### config.mk
export PLATFORM = sky130hd
export DESIGN_NAME = dma_request_line_mapper
export DESIGN_NICKNAME = d
export VERILOG_FILES = /design/src/core/request_or_merge.v /design/src/core/channel_assign.v /design/src/core/dma_request_line_mapper.v
export VERILOG_INCLUDE_DIRS = /design/src /design/src/core
export SDC_FILE = /design/constraint.sdc
export NUM_CORES = 1
export LEC_CHECK = 0
export BUFFER_PORTS_ARGS = -buffer_cell sky130_fd_sc_hd__buf_2
export CORE_AREA = 4 4 128 160
export CTS_BUF_LIST = sky130_fd_sc_hd__clkbuf_2
export CTS_CLUSTER_DIAMETER = 150
export CTS_CLUSTER_SIZE = 16
export DETAILED_ROUTE_END_ITERATION = 12
export DIE_AREA = 0 0 132 164
export PLACE_DENSITY = 0.77
export SYNTH_ARGS = -nofsm -noshare
export SYNTH_HDL_FRONTEND = slang
export SYNTH_HIERARCHICAL = 1
export SYNTH_SLANG_ARGS = --single-unit
### constraint.sdc
create_clock -name mclk -period 5.51 [get_ports mclk]
set_clock_uncertainty 0.05 [all_clocks]
set_input_delay 0.551 -clock mclk [delete_from_list [all_inputs] [get_ports mclk]]
set_output_delay 0.551 -clock mclk [all_outputs]
set_load 0.005 [all_outputs]
### src/core/request_map.vh
`ifndef REQUEST_MAP_VH
`define REQUEST_MAP_VH
// request line and channel counts
`define NUM_LINES        32
`define NUM_CHANNELS     16
`define LINE_IDX_W       5
// fixed line positions of dedicated sources
`define LINE_BSP1_RX     5'h00
`define LINE_BSP1_TX     5'h01
`define LINE_BSP3_RX     5'h0e
`define LINE_BSP3_TX     5'h0f
`define LINE_BSP5_RX     5'h1e
`define LINE_BSP5_TX     5'h1f
`endif

### src/core/request_or_merge.v
`timescale 1ns/1ps
// ORs the source groups feeding the 32 request lines; each input vector holds
// one bit per line, zero where that kind of source does not reach the line
module request_or_merge (
  input  wire [31:0] bsp1_req,
  input  wire [31:0] bsp3_req,
  input  wire [31:0] bsp5_req,
  input  wire [31:0] misc_req,
  output wire [31:0] line_req
);
  assign line_req = bsp1_req | bsp3_req | bsp5_req | misc_req;
endmodule // request_or_merge

### src/core/channel_assign.v
`timescale 1ns/1ps
`include "request_map.vh"
// one channel's request select; reset value equals its own index
module channel_assign #(
  parameter [4:0] CHAN_IDX = 5'h00
) (
  input  wire        mclk,
  input  wire        rst_n,
  input  wire        wr_en,
  input  wire [4:0]  wr_line,
  input  wire [31:0] line_req,
  output reg         chan_req,
  output wire [4:0]  sel
);
  reg [4:0] sel_reg;
  reg       loaded_reg;
  assign sel = sel_reg;
  always @(posedge mclk or negedge rst_n) begin
    if (!rst_n) begin
      sel_reg    <= CHAN_IDX;
      loaded_reg <= 1'b0;
    end else if (wr_en) begin
      sel_reg    <= wr_line;
      loaded_reg <= 1'b1;
    end else if (!loaded_reg) begin
      sel_reg    <= CHAN_IDX;
      loaded_reg <= 1'b1;
    end
  end
  // until the first edge after reset the index is selected directly
  always @(posedge mclk or negedge rst_n) begin
    if (!rst_n) begin
      chan_req <= 1'b0;
    end else begin
      chan_req <= line_req[loaded_reg ? sel_reg : CHAN_IDX];
    end
  end
endmodule // channel_assign

### src/core/dma_request_line_mapper.v
`timescale 1ns/1ps
`include "request_map.vh"
module dma_request_line_mapper (
  input  wire        mclk,
  input  wire        rst_n,
  // buffered serial ports: bit k is buffer k request; [1]/[0] are plain-mode rx/tx
  input  wire [15:0] buffered_serial_port_one,
  input  wire [15:0] buffered_serial_port_three,
  input  wire [15:0] buffered_serial_port_five,
  input  wire [1:0]  plain_serial_port_two,
  input  wire [1:0]  plain_serial_port_four,
  input  wire        converter_one_event,
  input  wire        converter_one_group_one,
  input  wire        converter_one_group_two,
  input  wire        converter_two_event,
  input  wire        converter_two_group_one,
  input  wire        converter_two_group_two,
  input  wire [1:0]  i2c_req,
  input  wire        can_controller_one_message_interface_one,
  input  wire        can_controller_one_message_interface_two,
  input  wire        can_controller_one_message_interface_three,
  input  wire        can_controller_two_message_interface_one,
  input  wire        can_controller_two_message_interface_two,
  input  wire        can_controller_two_message_interface_three,
  input  wire        can_controller_three_message_interface_one,
  input  wire        can_controller_three_message_interface_two,
  input  wire        can_controller_three_message_interface_three,
  input  wire [3:0]  os_tick_timer,
  input  wire [7:4]  high_end_timer_one,
  input  wire [7:4]  high_end_timer_two,
  input  wire [1:0]  crc_req,
  input  wire [1:0]  lin_req,
  input  wire [1:0]  async_serial_port,
  // channel assignment write port
  input  wire        assign_wr,
  input  wire [3:0]  assign_chan,
  input  wire [4:0]  assign_line,
  output wire [31:0] periph_transfer_request_line,
  output wire [15:0] channel_request,
  output wire [79:0] request_channel_assign_regs
);
  wire [31:0] bsp1_v;
  wire [31:0] bsp3_v;
  wire [31:0] bsp5_v;
  wire [31:0] misc_v;
  wire [31:0] line_req;

  // placement of buffers follows the shared-line table
  assign bsp1_v = {b(buffered_serial_port_one,15), b(buffered_serial_port_one,14),
                   2'b00, b(buffered_serial_port_one,13), b(buffered_serial_port_one,12), 2'b00,
                   b(buffered_serial_port_one,11), b(buffered_serial_port_one,10), 4'h0,
                   b(buffered_serial_port_one,9), b(buffered_serial_port_one,8), 2'b00,
                   b(buffered_serial_port_one,7), b(buffered_serial_port_one,6), 2'b00,
                   b(buffered_serial_port_one,5), b(buffered_serial_port_one,4), 2'b00,
                   b(buffered_serial_port_one,3), b(buffered_serial_port_one,2), 2'b00,
                   b(buffered_serial_port_one,0), b(buffered_serial_port_one,1)};
  assign bsp3_v = {b(buffered_serial_port_three,15), b(buffered_serial_port_three,14),
                   2'b00, b(buffered_serial_port_three,13), b(buffered_serial_port_three,12), 2'b00,
                   b(buffered_serial_port_three,11), b(buffered_serial_port_three,10), 4'h0,
                   b(buffered_serial_port_three,9), b(buffered_serial_port_three,8),
                   b(buffered_serial_port_three,0), b(buffered_serial_port_three,1),
                   b(buffered_serial_port_three,7), b(buffered_serial_port_three,6), 2'b00,
                   b(buffered_serial_port_three,5), b(buffered_serial_port_three,4), 2'b00,
                   b(buffered_serial_port_three,3), b(buffered_serial_port_three,2), 4'h0};
  assign bsp5_v = {b(buffered_serial_port_five,0), b(buffered_serial_port_five,1),
                   b(buffered_serial_port_five,15), b(buffered_serial_port_five,14), 2'b00,
                   b(buffered_serial_port_five,13), b(buffered_serial_port_five,12),
                   b(buffered_serial_port_five,11), b(buffered_serial_port_five,10), 2'b00,
                   b(buffered_serial_port_five,9), b(buffered_serial_port_five,8), 2'b00,
                   b(buffered_serial_port_five,7), b(buffered_serial_port_five,6), 2'b00,
                   b(buffered_serial_port_five,5), b(buffered_serial_port_five,4), 2'b00,
                   b(buffered_serial_port_five,3), b(buffered_serial_port_five,2), 6'h00};
  assign misc_v[0]  = 1'b0;
  assign misc_v[1]  = 1'b0;
  assign misc_v[2]  = plain_serial_port_two[0];
  assign misc_v[3]  = plain_serial_port_two[1];
  assign misc_v[4]  = can_controller_two_message_interface_three;
  assign misc_v[5]  = can_controller_two_message_interface_two;
  assign misc_v[6]  = can_controller_one_message_interface_two;
  assign misc_v[7]  = converter_one_event;
  assign misc_v[8]  = can_controller_one_message_interface_one;
  assign misc_v[9]  = can_controller_two_message_interface_one;
  assign misc_v[10] = converter_one_group_one | i2c_req[0];
  assign misc_v[11] = converter_one_group_two | i2c_req[1];
  assign misc_v[12] = os_tick_timer[0];
  assign misc_v[13] = os_tick_timer[1];
  assign misc_v[14] = converter_two_event;
  assign misc_v[15] = 1'b0;
  assign misc_v[16] = can_controller_one_message_interface_three | converter_two_group_one;
  assign misc_v[17] = can_controller_three_message_interface_one | converter_two_group_two;
  assign misc_v[18] = os_tick_timer[2];
  assign misc_v[19] = os_tick_timer[3];
  assign misc_v[20] = high_end_timer_one[4] | high_end_timer_two[4] |
                      can_controller_three_message_interface_two;
  assign misc_v[21] = high_end_timer_one[5] | high_end_timer_two[5] |
                      can_controller_three_message_interface_three;
  assign misc_v[22] = 1'b0;
  assign misc_v[23] = 1'b0;
  assign misc_v[24] = high_end_timer_one[6] | high_end_timer_two[6] | plain_serial_port_four[0];
  assign misc_v[25] = high_end_timer_one[7] | high_end_timer_two[7] | plain_serial_port_four[1];
  assign misc_v[26] = crc_req[0];
  assign misc_v[27] = crc_req[1];
  assign misc_v[28] = lin_req[0];
  assign misc_v[29] = lin_req[1];
  assign misc_v[30] = async_serial_port[0];
  assign misc_v[31] = async_serial_port[1];

  function b;
    input [15:0] v;
    input integer k;
    begin
      b = v[k];
    end
  endfunction

  // plain OR: with several enabled sources the line just merges them
  request_or_merge u_merge (
    .bsp1_req (bsp1_v),
    .bsp3_req (bsp3_v),
    .bsp5_req (bsp5_v),
    .misc_req (misc_v),
    .line_req (line_req)
  );

  assign periph_transfer_request_line = line_req;

  genvar g;
  generate
    for (g = 0; g < `NUM_CHANNELS; g = g + 1) begin : g_chan
      channel_assign #(.CHAN_IDX(g[4:0])) u_chan (
        .mclk     (mclk),
        .rst_n    (rst_n),
        .wr_en    (assign_wr && (assign_chan == g[3:0])),
        .wr_line  (assign_line),
        .line_req (line_req),
        .chan_req (channel_request[g]),
        .sel      (request_channel_assign_regs[g*5 +: 5])
      );
    end
  endgenerate
endmodule // dma_request_line_mapper

**Yosys cells after proc, flatten, opt, wreduce, memory -nomap -nowiden**

Index checks and enable logic that the tools add are counted.
Widths: inputs -> output; s select.

- Order comparisons: 16
- Equal/unequal tests: 15
- Mux-type cells: 64
- Bitwise gates (word level): 15
- Reductions and logical operators: 17

Operators by type and width:

| operator | number |
|---|---|
| $mux 5 | 32 |
| $lt 5x6->1 const B | 16 |
| $or 32x32->32 | 3 |
| $bmux 1 s5 | 16 |
| $eq 4x4->1 const B | 8 |
| $eq 4x3->1 const B | 4 |
| $logic_and 1x1->1 | 16 |
| $mux 1 | 16 |
| $or 1x1->1 | 12 |
| $eq 4x2->1 const B | 2 |
| $eq 4x1->1 const B | 1 |
| $logic_not 4->1 | 1 |

- Register bits after elaboration: 97
- Logic and storage cells: 160

**Depth between registers and ports, before layout**

Gate-level depths: netlist (run 1).

- Depth after elaboration: 5
- Depth in mapped cells: 7

**Modules after synthesis**

Netlist (run 1), hierarchy kept.

Modules (own cells, without submodules):

| module | times used | cells an instance | area an instance (µm²) |
|---|---|---|---|
| channel_assign at g_chan[8].u_chan | 1 | 71 | 658.1 |
| channel_assign at g_chan[9].u_chan | 1 | 72 | 643.1 |
| channel_assign at g_chan[4].u_chan | 1 | 67 | 634.4 |
| channel_assign at g_chan[7].u_chan | 1 | 66 | 634.4 |
| channel_assign at g_chan[5].u_chan | 1 | 72 | 625.6 |
| channel_assign at g_chan[11].u_chan | 1 | 72 | 623.1 |
| channel_assign at g_chan[15].u_chan | 1 | 62 | 621.8 |
| channel_assign at g_chan[13].u_chan | 1 | 63 | 620.6 |
| channel_assign at g_chan[14].u_chan | 1 | 65 | 611.8 |
| channel_assign at g_chan[10].u_chan | 1 | 72 | 610.6 |
| channel_assign at g_chan[3].u_chan | 1 | 67 | 605.6 |
| channel_assign at g_chan[6].u_chan | 1 | 67 | 595.6 |
| channel_assign at g_chan[0].u_chan | 1 | 68 | 593.1 |
| channel_assign at g_chan[12].u_chan | 1 | 62 | 593.1 |
| +4 rows | -- | -- | -- |

**Worst setup path before layout (run 1)**

Ideal clock, no wire load.

- Path kind: input to register
- Start: in high_end_timer_two[4] (netlist name)
- End: reg g_chan[13].u_chan.chan_req
- Library setup time: 124 ps
- Data arrival time: 2602 ps
- Data required time: 5336 ps
- Path slack: 2734 ps
- Stages: 5
- Buffers on the path: 0
- Cell sequence: or3_1 > or4_1 > mux4_1 > o2111a_1 > o31a_1

- Longest elaborated chain between the ends: 5

RTL lines:

| item | RTL line | text |
|---|---|---|
| from (decl) | dma_request_line_mapper.v:30 | `input wire [7:4] high_end_timer_two,` |
| $or 1x1->1 (2 in a row) | dma_request_line_mapper.v:93 | `assign misc_v[20] = high_end_timer_one[4] \| high_end_timer_two[4] \|` |
| $or 32x32->32 | request_or_merge.v:11 | `assign line_req = bsp1_req \| bsp3_req \| bsp5_req \| misc_req;` |
| named net periph_transfer_request_line[20] | dma_request_line_mapper.v:38 | `output wire [31:0] periph_transfer_request_line,` |
| $bmux 1 s5 | channel_assign.v:35 | `chan_req <= line_req[loaded_reg ? sel_reg : CHAN_IDX];` |
| $mux 1 | channel_assign.v:35 |  |
| to (signal assigned) | channel_assign.v:35 |  |
| to (decl) | channel_assign.v:12 | `output reg chan_req,` |

The timed path passes the listed nets, and every way through them passes these cells. The select of a mux whose other input is x is not followed.

**Worst setup path after layout (run 1)**

- Start: in high_end_timer_two[4] (netlist name)
- End: out periph_transfer_request_line[20]

- Longest elaborated chain between the ends: 3

RTL lines:

| item | RTL line | text |
|---|---|---|
| $or 1x1->1 (2 in a row) | dma_request_line_mapper.v:93 |  |
| named net misc_v[20] | dma_request_line_mapper.v:45 | `wire [31:0] misc_v;` |
| $or 32x32->32 | request_or_merge.v:11 |  |
| to (decl) | dma_request_line_mapper.v:38 |  |

The timed path passes the listed nets, and every way through them passes these cells.

==> results of run 1 <==
==> power groups by stage <==
stage / Sequential [mW] / Combinational (mW) / Clock [mW]
finish: 0.914 / 0.301 / 0.413
global route: 0.920 / 0.327 / 0.450
CTS: 0.912 / 0.295 / 0.420
detailed placement: 0.923 / 0.294 / 0
global placement: 0.922 / 0.288 / 0
floorplan: 0.886 / 0.193 / 0
==> path summary, 6_finish.rpt <==
path / startpoint / end / slack [ns] / depth (start not counted)
worst max-delay path: high_end_timer_two[4] / periph_transfer_request_line[20] / 2.72 / 4
worst min-delay path: assign_chan[1] / g_chan[0].u_chan/sel[3] / 0.16 / 4
worst max register to register: g_chan[1].u_chan/sel[0] / g_chan[1].u_chan/chan_req / 3.36 / 5
worst min register to register: g_chan[6].u_chan/sel[4] / g_chan[6].u_chan/sel[4] / 0.55 / 2
max in group asynchronous: rst_n / g_chan[15].u_chan/loaded_reg / 3.81 / 3
min in group asynchronous: rst_n / g_chan[0].u_chan/chan_req / 0.30 / 2
==> layer usage <==
metal / part of all wire / vias up / global-route usage
met1: 0.35 / 4926 / 0.4175
met2: 0.45 / 776 / 0.5444
met4: 0.073 / 2 / 0.2101
li1: - / 4731 / -
met3: 0.12 / 223 / 0.07629
met5: 0.00019 / - / 0
==> tightest hold or removal path, delay by kind of cell <==
family | cells | cell delay, ns
and+or+nand+nor | 2 | 0.17
buffers and inverters | 1 | 0.15
AOI/OAI and AO/OA | 1 | 0.07
==> layout by cell type, fill, tap and decap left out, types with 32 or more instances in the layout <==
master,n
nand2_1,131
o21ai_0,77
inv_1,38
dfstp_2,32
mux2_2,35
a211oi_1,40
dfrtp_1,80
nor2b_1,44
or4_1,32
a21oi_1,33
conb_1,69
mux2i_1,86
nor2_1,51
nand3_1,35
buf_2,225
==> through the flow <==
step,util,std cells,instance area [sq um]
final,0.6103,1613,11500
after detailed placement,0.6036,1595,11380
after global routing,0.6103,1613,11500
after CTS,0.6101,1612,11500
after global placement,0.6036,1595,11380
after floorplan,-,1200,10460
==> layout make-up <==
type                            instances  area share
Tap cell                              232     0.02524
Sequential cell                       112      0.2471
Clock inverter                          7    0.005874
Clock buffer                            9    0.003916
Antenna cell                            1   0.0002176
Timing Repair Buffer                  244      0.1105
Multi-Input combinational cell        965      0.5931
Inverter                               43     0.01403
==> kinds of logic after synthesis <==
logic type	Yosys count
compound gates	315
buf+inv	123
other cells	17
flops	112
mux	149
simple gates	432
==> impl_metrics.json, run 1 <==
{
  "status": "finished, final reports clean",
  "p_switching_mw": 0.5645,
  "pin_count": 227,
  "hpwl_um": 23630,
  "synth-main-ff-cell": "dfrtp_1",
  "worstPathArrival_ns": 2.19,
  "relSlewSlack": 0.2161,
  "grt_util_all_layers": 0.3394,
  "crit_family": "simple AND/OR/NAND/NOR gates",
  "ir_worst_vdd_mv": 0.08902,
  "drt_iter0_drc": 1578,
  "num_vias": 10660,
  "p_int_mw": 1.063,
  "finalPower_mw": 1.628,
  "fp.dieH_um": 164,
  "layout-drive-gt1-share": 0.2986,
  "grt_pass1_wl_um": 57470,
  "synthAdderAreaFrac": 0,
  "period_minus_slack_ns": 2.790,
  "grt-ovfl-total": 0,
  "worst-path-buf-inv": 2,
  "cts.sinks": 112,
  "h-tree-depth": 3,
  "required_ns": 4.91,
  "post_cts_resized": 0,
  "seq_area_sq_um": 2843,
  "finalMaxSlewViolations": 0,
  "cts_buffers": 9,
  "cts_setup_buffers": 0,
  "clock_latency_ns": 0.70,
  "yosysSeqAreaShare": 0.2768,
  "setup_violations": 0,
  "slowest_delay_ns": 0.88,
  "worstPathMaxFanout": 18,
  "clockRootBuffer": "clkbuf_2",
  "post-route-period-util": 0.5063,
  "cts_tree": "built",
  "hold_buffers": 1,
  "synth_xor_area_frac": 0,
  "synth-simple-area-share": 0.2294,
  "synthArstFlopShare": 1.000,
  "core-area_sq_um": 18850,
  "drv_cap": 0,
  "yosys.area.top_type": "dfrtp_1",
  "ys_ff_latch": 112,
  "std_cell_rows": 56,
  "hold_path.class": "in -> reg",
  "largest_register_ffs": 80,
  "finalHoldViolations": 0,
  "area_growth_pct": 12.01,
  "grt_max_degree": 62,
  "critPathSlowestCell": "or4_1",
  "die_w_um": 132,
  "synth_compound_area_frac": 0.2271,
  "start_util": 0.5448,
  "syn_inst": 1148,
  "grt_pass1_vias": 10220,
  "yosysMostFrequentCell": "nand2_1",
  "synthTopCellsByCount": "131 x nand2_1, 86 x mux2i_1, 80 x dfrtp_1, 77 x o21ai_0, 51 x nor2_1",
  "synthTopCellsByArea": "dfrtp_1 19%, mux2i_1 8.4%, dfstp_2 8.2%",
  "synth_mux_area_frac": 0.1825,
  "cp_common_cell": "buf_2",
  "tightest_slew_ns": 1.167,
  "crit_type": "in -> out",
  "whs_ns": 0.1643,
  "setup_ws_ns": 2.720,
  "syn_area_per_cell_sq_um": 8.945,
  "yosysUniqueCellTypes": 90,
  "drc_errors": 0,
  "dr.pass1.iters": 5,
  "rsz0062_at_grt": "false",
  "clock_path_buffers": 2,
  "synth_edf_count": 0,
  "port_buffers": 226,
  "end_kind": "primary output",
  "gp_congestion": 0.9514,
  "dp_worst_setup_slack_ns": 2.268,
  "wl_per_cell_um": 23.22,
  "synth_top_area_share": 0.1950,
  "pwr-share-comb": 0.185,
  "p_sw_frac": 0.3468,
  "viasPerCell": 6.608,
  "fillerInstances": 1701,
  "final_nets": 1474,
  "multi_input_comb_area_sq_um": 6822,
  "setup.worst_path.start_class": "input pin",
  "fp.dieArea_sq_um": 21650,
  "cts.reportedPaths.clkPinSlew_ns": 0.38,
  "synth_warnings": 6,
  "fin_setup_tns_ns": 0,
  "pwr-share-seq": 0.561,
  "syn-cell-area_sq_um": 10270,
  "pwr-share-clk": 0.254,
  "p_per_area_nw_per_um2": 141.5,
  "ant_nets": 0,
  "routed_wirelength_um": 37450,
  "clock.fmax_mhz": 358.4,
  "p_leak_nw": 4.906,
  "antenna_found_initial": 2,
  "synth_top_family_by_area": "simple AND/OR/NAND/NOR gates",
  "path_cells": "buf_2 > or3_1 > or4_1 > buf_2"
}
Power figures use the tool's default switching activity.
==> inputs of run 2 (changes only) <==
==> constraint.sdc (replaced) <==
create_clock -name mclk -period 2.9 [get_ports mclk]
set_clock_uncertainty 0.05 [all_clocks]
set_input_delay 0.29 -clock mclk [delete_from_list [all_inputs] [get_ports mclk]]
set_output_delay 0.29 -clock mclk [all_outputs]
set_load 0.005 [all_outputs]
==> run 2 against run 1 <==
  * Routed wire length grew 3.0%
  * Clock-buffer cell count unchanged
  * Clock power grew 86%
  * Non-clock buffer count increased by 39
  * Largest power group unchanged
==> impl_metrics.json, run 2 (same netlist as run 1, synthesis figures left out) <==
{
  "std_cell_rows": 56,
  "rsz0062_at_grt": "false",
  "dr.pass1.iters": 5,
  "cts.reportedPaths.clkPinSlew_ns": 0.31,
  "viasPerCell": 6.525,
  "clock_latency_ns": 0.68,
  "largest_register_ffs": 80,
  "crit_family": "flip-flops",
  "grt-ovfl-total": 0,
  "path_cells": "buf_2",
  "finalPower_mw": 3.108,
  "critPathSlowestCell": "dfrtp_1",
  "hpwl_um": 26060,
  "ir_worst_vdd_mv": 0.2390,
  "crit_type": "reg -> out",
  "status": "finished, final reports clean",
  "setup_violations": 0,
  "num_vias": 10780,
  "tightest_slew_ns": 1.036,
  "gp_congestion": 0.9798,
  "layout_common_cells": "225 x buf_2, 131 x nand2_1, 86 x mux2i_1",
  "p_per_area_nw_per_um2": 262.1,
  "period_minus_slack_ns": 2.235,
  "h-tree-depth": 3,
  "cts.sinks": 112,
  "finalMaxSlewViolations": 0,
  "r2r-start": "g_chan[1].u_chan/sel[0]",
  "hp-start": "assign_chan[3]",
  "grt_max_degree": 55,
  "grt_pass1_vias": 10260,
  "ant_nets": 0,
  "min_to": "g_chan[0].u_chan/sel[0]",
  "whs_path_depth": 5,
  "setup.worst_path.start_class": "flop",
  "area_growth_pct": 15.49,
  "grt_util_all_layers": 0.3437,
  "clock_path_buffers": 2,
  "post-route-period-util": 0.7709,
  "final_nets": 1513,
  "rr_worst_depth": 5,
  "antenna_found_initial": 1,
  "fin_setup_tns_ns": 0,
  "r2r_end": "g_chan[1].u_chan/chan_req",
  "final_common_cell": "buf_2",
  "fp.dieArea_sq_um": 21650,
  "clock.fmax_mhz": 447.3,
  "p_leak_nw": 5.091,
  "grt_pass1_wl_um": 58200,
  "fp.dieH_um": 164,
  "finalHoldViolations": 0,
  "wl_per_cell_um": 23.36,
  "drc_errors": 0,
  "routed_wirelength_um": 38580,
  "fillerInstances": 1686,
  "relSlewSlack": 0.3069,
  "drv_cap": 0,
  "worstPathMaxFanout": 24,
  "cts_buffers": 9,
  "hold_path.class": "in -> reg",
  "layout-drive-gt1-share": 0.3101,
  "cts_setup_buffers": 0,
  "core-area_sq_um": 18850,
  "worst-path-buf-inv": 1,
  "pin_count": 227,
  "end_kind": "primary output",
  "clockRootBuffer": "clkbuf_2",
  "slowest_delay_ns": 0.97,
  "worstPathArrival_ns": 1.90,
  "drt_iter0_drc": 1315,
  "cts_tree": "built",
  "die_w_um": 132,
  "r2r_setup_slack_ns": 0.73,
  "start_util": 0.5448,
  "port_buffers": 226,
  "required_ns": 2.56
}
run 2: power breakdown:
group / internal [mW] / leakage (nW) / switching, mW
sequential: 1.62 / 1.34 / 0.112
clock: 0.200 / 0.0676 / 0.567
combinational: 0.269 / 3.69 / 0.335
run 2: what timing repair did:
action                                 CTS  global route
endpoints found under the hold margin  105             0
resized for setup                        0             0
hold buffers                            10             0
run 2: area by class of cell:
class | instances | area [sq um] | area share
Clock buffer | 9 | 45.04 | 0.003798
Multi-Input combinational cell | 965 | 6822 | 0.5752
Timing Repair Buffer | 283 | 1624 | 0.1369
Clock inverter | 7 | 71.32 | 0.006014
Antenna cell | 1 | 2.502 | 0.0002110
Tap cell | 232 | 290.3 | 0.02448
Sequential cell | 112 | 2843 | 0.2397
Inverter | 43 | 161.4 | 0.01361
run 2: metal layers:
metal	vias to the layer above	share of wire	wire length [um]	global-route usage
li1	4797	-	-	-
met5	-	0	0	0
met3	182	0.099	3832	0.05821
met4	0	0.066	2530	0.2163
met1	5068	0.37	14350	0.4315
met2	733	0.46	17870	0.5537
run 2: stage by stage:
step	hold slack (ns)	instance area [sq um]	std cells	utilization	worst slack, ns
6_report	0.1308	11860	1652	0.6292	0.6645
5_1_grt	0.1160	11860	1652	0.6292	0.5595
4_1_cts	0.07401	11860	1651	0.6290	0.6263
3_5_place_dp	0.1787	11640	1625	0.6176	0.2295
3_3_place_gp	0.1733	11640	1625	0.6176	0.2597
2_1_floorplan	-0.05559	10460	1200	-	0.3851
run 2: how the worst max path moves through the flow:
stage / startpoint / depth (start not counted) / to / slack, ns
floorplan: high_end_timer_two[4] / 5 / g_chan[13].u_chan/chan_req / 0.39
global placement: high_end_timer_two[6] / 8 / g_chan[1].u_chan/chan_req / 0.26
detailed placement: high_end_timer_two[6] / 8 / g_chan[1].u_chan/chan_req / 0.23
CTS: g_chan[0].u_chan/sel[0] / 1 / request_channel_assign_regs[0] / 0.63
global route: g_chan[0].u_chan/sel[0] / 1 / request_channel_assign_regs[0] / 0.56
finish: g_chan[0].u_chan/sel[0] / 1 / request_channel_assign_regs[0] / 0.66
==> inputs of run 3 (changes only) <==
--- a/config.mk
+++ b/config.mk
@@ -7,13 +7,13 @@
 export NUM_CORES = 1
 export LEC_CHECK = 0
 export BUFFER_PORTS_ARGS = -buffer_cell sky130_fd_sc_hd__buf_2
-export CORE_AREA = 4 4 128 160
+export CORE_AREA = 4 4 131 165
 export CTS_BUF_LIST = sky130_fd_sc_hd__clkbuf_2
 export CTS_CLUSTER_DIAMETER = 150
 export CTS_CLUSTER_SIZE = 16
 export DETAILED_ROUTE_END_ITERATION = 12
-export DIE_AREA = 0 0 132 164
-export PLACE_DENSITY = 0.77
+export DIE_AREA = 0 0 135 169
+export PLACE_DENSITY = 0.76
 export SYNTH_ARGS = -nofsm -noshare
 export SYNTH_HDL_FRONTEND = slang
 export SYNTH_HIERARCHICAL = 1
==> constraint.sdc (replaced) <==
create_clock -name mclk -period 1.9 [get_ports mclk]
set_clock_uncertainty 0.05 [all_clocks]
set_input_delay 0.19 -clock mclk [delete_from_list [all_inputs] [get_ports mclk]]
set_output_delay 0.19 -clock mclk [all_outputs]
set_load 0.005 [all_outputs]
==> run 3 against run 2 <==
  * Worst hold slack lost 0.094 ns
  * Setup slack lost 0.65 ns
  * Non-clock buffer count grew 164
  * Combinational power grew 95%
  * Cell count grew 12%
  * Register-to-register slack lost 0.71 ns
  * Power grew 58%
  * Clock power grew 50%
  * Routed wire length grew 11%
  * Die area grew 5.4%
  * Via count grew 6.6%
  * Critical path type unchanged
  * Largest cell class unchanged
  * Largest power group unchanged
==> impl_metrics.json, run 3 (same netlist as run 1, synthesis figures left out) <==
{
  "status": "finished, final reports clean",
  "setup_ws_ns": 0.01895,
  "p_sw_frac": 0.3429,
  "cts_tree": "built",
  "routed_wirelength_um": 42690,
  "final_common_cell": "buf_2",
  "h-tree-depth": 3,
  "fin_setup_tns_ns": 0,
  "largest_register_ffs": 80,
  "clockRootBuffer": "clkbuf_2",
  "relSlewSlack": 0.4578,
  "p_leak_nw": 5.970,
  "p_int_mw": 3.231,
  "grt_pass1_vias": 11070,
  "layout-drive-gt1-share": 0.4093,
  "num_vias": 11490,
  "layout_common_cells": "224 x buf_2, 182 x buf_4, 131 x nand2_1",
  "grt_max_degree": 44,
  "crit_type": "reg -> out",
  "gp_congestion": 1.028,
  "antenna_found_initial": 2,
  "dr.pass1.iters": 5,
  "p_per_area_nw_per_um2": 363.9,
  "fp.dieArea_sq_um": 22820,
  "pwr-share-comb": 0.239,
  "clock.fmax_mhz": 531.6,
  "required_ns": 1.66,
  "viasPerCell": 6.192,
  "hpwl_um": 31300,
  "ir_worst_vdd_mv": 0.3152,
  "ant_nets": 0,
  "tightest_slew_ns": 0.8107,
  "hold_path.class": "in -> reg",
  "finalMaxSlewViolations": 0,
  "port_buffers": 226,
  "grt_util_all_layers": 0.3645,
  "start_util": 0.5145,
  "worstPathMaxFanout": 12,
  "period_minus_slack_ns": 1.881,
  "std_cell_rows": 58,
  "core-area_sq_um": 19960,
  "final_nets": 1677,
  "dpl.cell_count": 1800,
  "grt_pass1_wl_um": 64150,
  "dp_worst_setup_slack_ns": -0.6039,
  "drt_iter0_drc": 1261,
  "end_kind": "primary output",
  "wl_per_cell_um": 23.01,
  "pwr-share-clk": 0.233,
  "stdcell_count": 1855,
  "finalHoldViolations": 0,
  "worstPathArrival_ns": 1.64,
  "post-route-period-util": 0.9900,
  "drv_cap": 0,
  "cts_buffers": 9,
  "rsz0062_at_grt": "true",
  "rr_worst_depth": 5,
  "cts.reportedPaths.clkPinSlew_ns": 0.34,
  "drc_errors": 0,
  "clock_latency_ns": 0.69,
  "setup.worst_path.start_class": "flop",
  "grt-ovfl-total": 0,
  "r2r_setup_slack_ns": 0.02,
  "area_growth_pct": 31.61,
  "cts.sinks": 112,
  "pin_count": 227,
  "fp.dieH_um": 169,
  "whs_path_depth": 4,
  "die_w_um": 135,
  "pwr-share-seq": 0.528,
  "p_switching_mw": 1.686,
  "clock_path_buffers": 2,
  "setup_violations": 0
}
run 3: cell count changes in the layout (fill, tap and decap cells not counted), sizes merged:
cell,before,now
buf,273,433
dlygate4sd3,10,14
clkinv,4,1
inv,44,46
bufinv,1,0
clkbuf,9,10
clkinvlp,1,2
diode,1,2
run 3: cell type report:
class                   instances  area (sq um)
repair buffers                447          3049
flip-flops and latches        112          2850
clock inverters                 6         50.05
clock buffers                  10         50.05
well taps                     270         337.8
diodes                          2         5.005
multi-input cells             965          7007
inverters                      43         165.2
fillers                      1681          6442
run 3: layer usage:
metal,wire length [um],part of all wire,up-vias,global-route usage
met1,15880,0.37,5444,0.4620
met5,0,0,-,0
li1,-,-,5124,-
met3,4243,0.099,195,0.06540
met2,19660,0.46,724,0.5909
met4,2905,0.068,0,0.1960
run 3: what timing repair did:
item,4_1_cts,5_1_grt
endpoints found under the hold margin,171,0
setup endpoints to repair,12,20
resized for setup,5,37
hold buffers,14,0
buffers inserted,13,10
pin swaps,2,13
run 3: stage by stage:
| stage | instance area (sq um) | total power [mW] | utilization | hold WS, ns |
|---|---|---|---|---|
| floorplan | 10580 | 3.149 | - | -0.1556 |
| global placement | 12910 | 3.698 | 0.6469 | 0.1000 |
| detailed placement | 12910 | 3.712 | 0.6469 | 0.1030 |
| CTS | 13300 | 4.886 | 0.6662 | 0.007583 |
| global route | 13510 | 5.123 | 0.6772 | 0.00009548 |
| finish | 13510 | 4.918 | 0.6772 | 0.03653 |
run 3: worst paths after layout:
kind	end	startpoint
max	request_channel_assign_regs[56]	g_chan[11].u_chan/sel[1]
min	g_chan[2].u_chan/sel[1]	assign_chan[2]
max reg2reg	g_chan[1].u_chan/chan_req	g_chan[1].u_chan/sel[0]
min reg2reg	g_chan[6].u_chan/sel[4]	g_chan[6].u_chan/sel[4]
max in group asynchronous	g_chan[1].u_chan/sel[1]	rst_n
min in group asynchronous	g_chan[2].u_chan/sel[1]	rst_n
run 3: critical path, stage by stage, from the launching register on:
cell and delay (ns):
dfstp_2 0.61, buf_4 0.20, buf_2 0.15
run 3: power by group through the flow:
stage / combinational, mW / sequential, mW / clock [mW]
floorplan: 0.578 / 2.57 / 0
global placement: 1.07 / 2.63 / 0
detailed placement: 1.08 / 2.63 / 0
CTS: 1.13 / 2.59 / 1.16
global route: 1.26 / 2.61 / 1.26
finish: 1.18 / 2.59 / 1.15
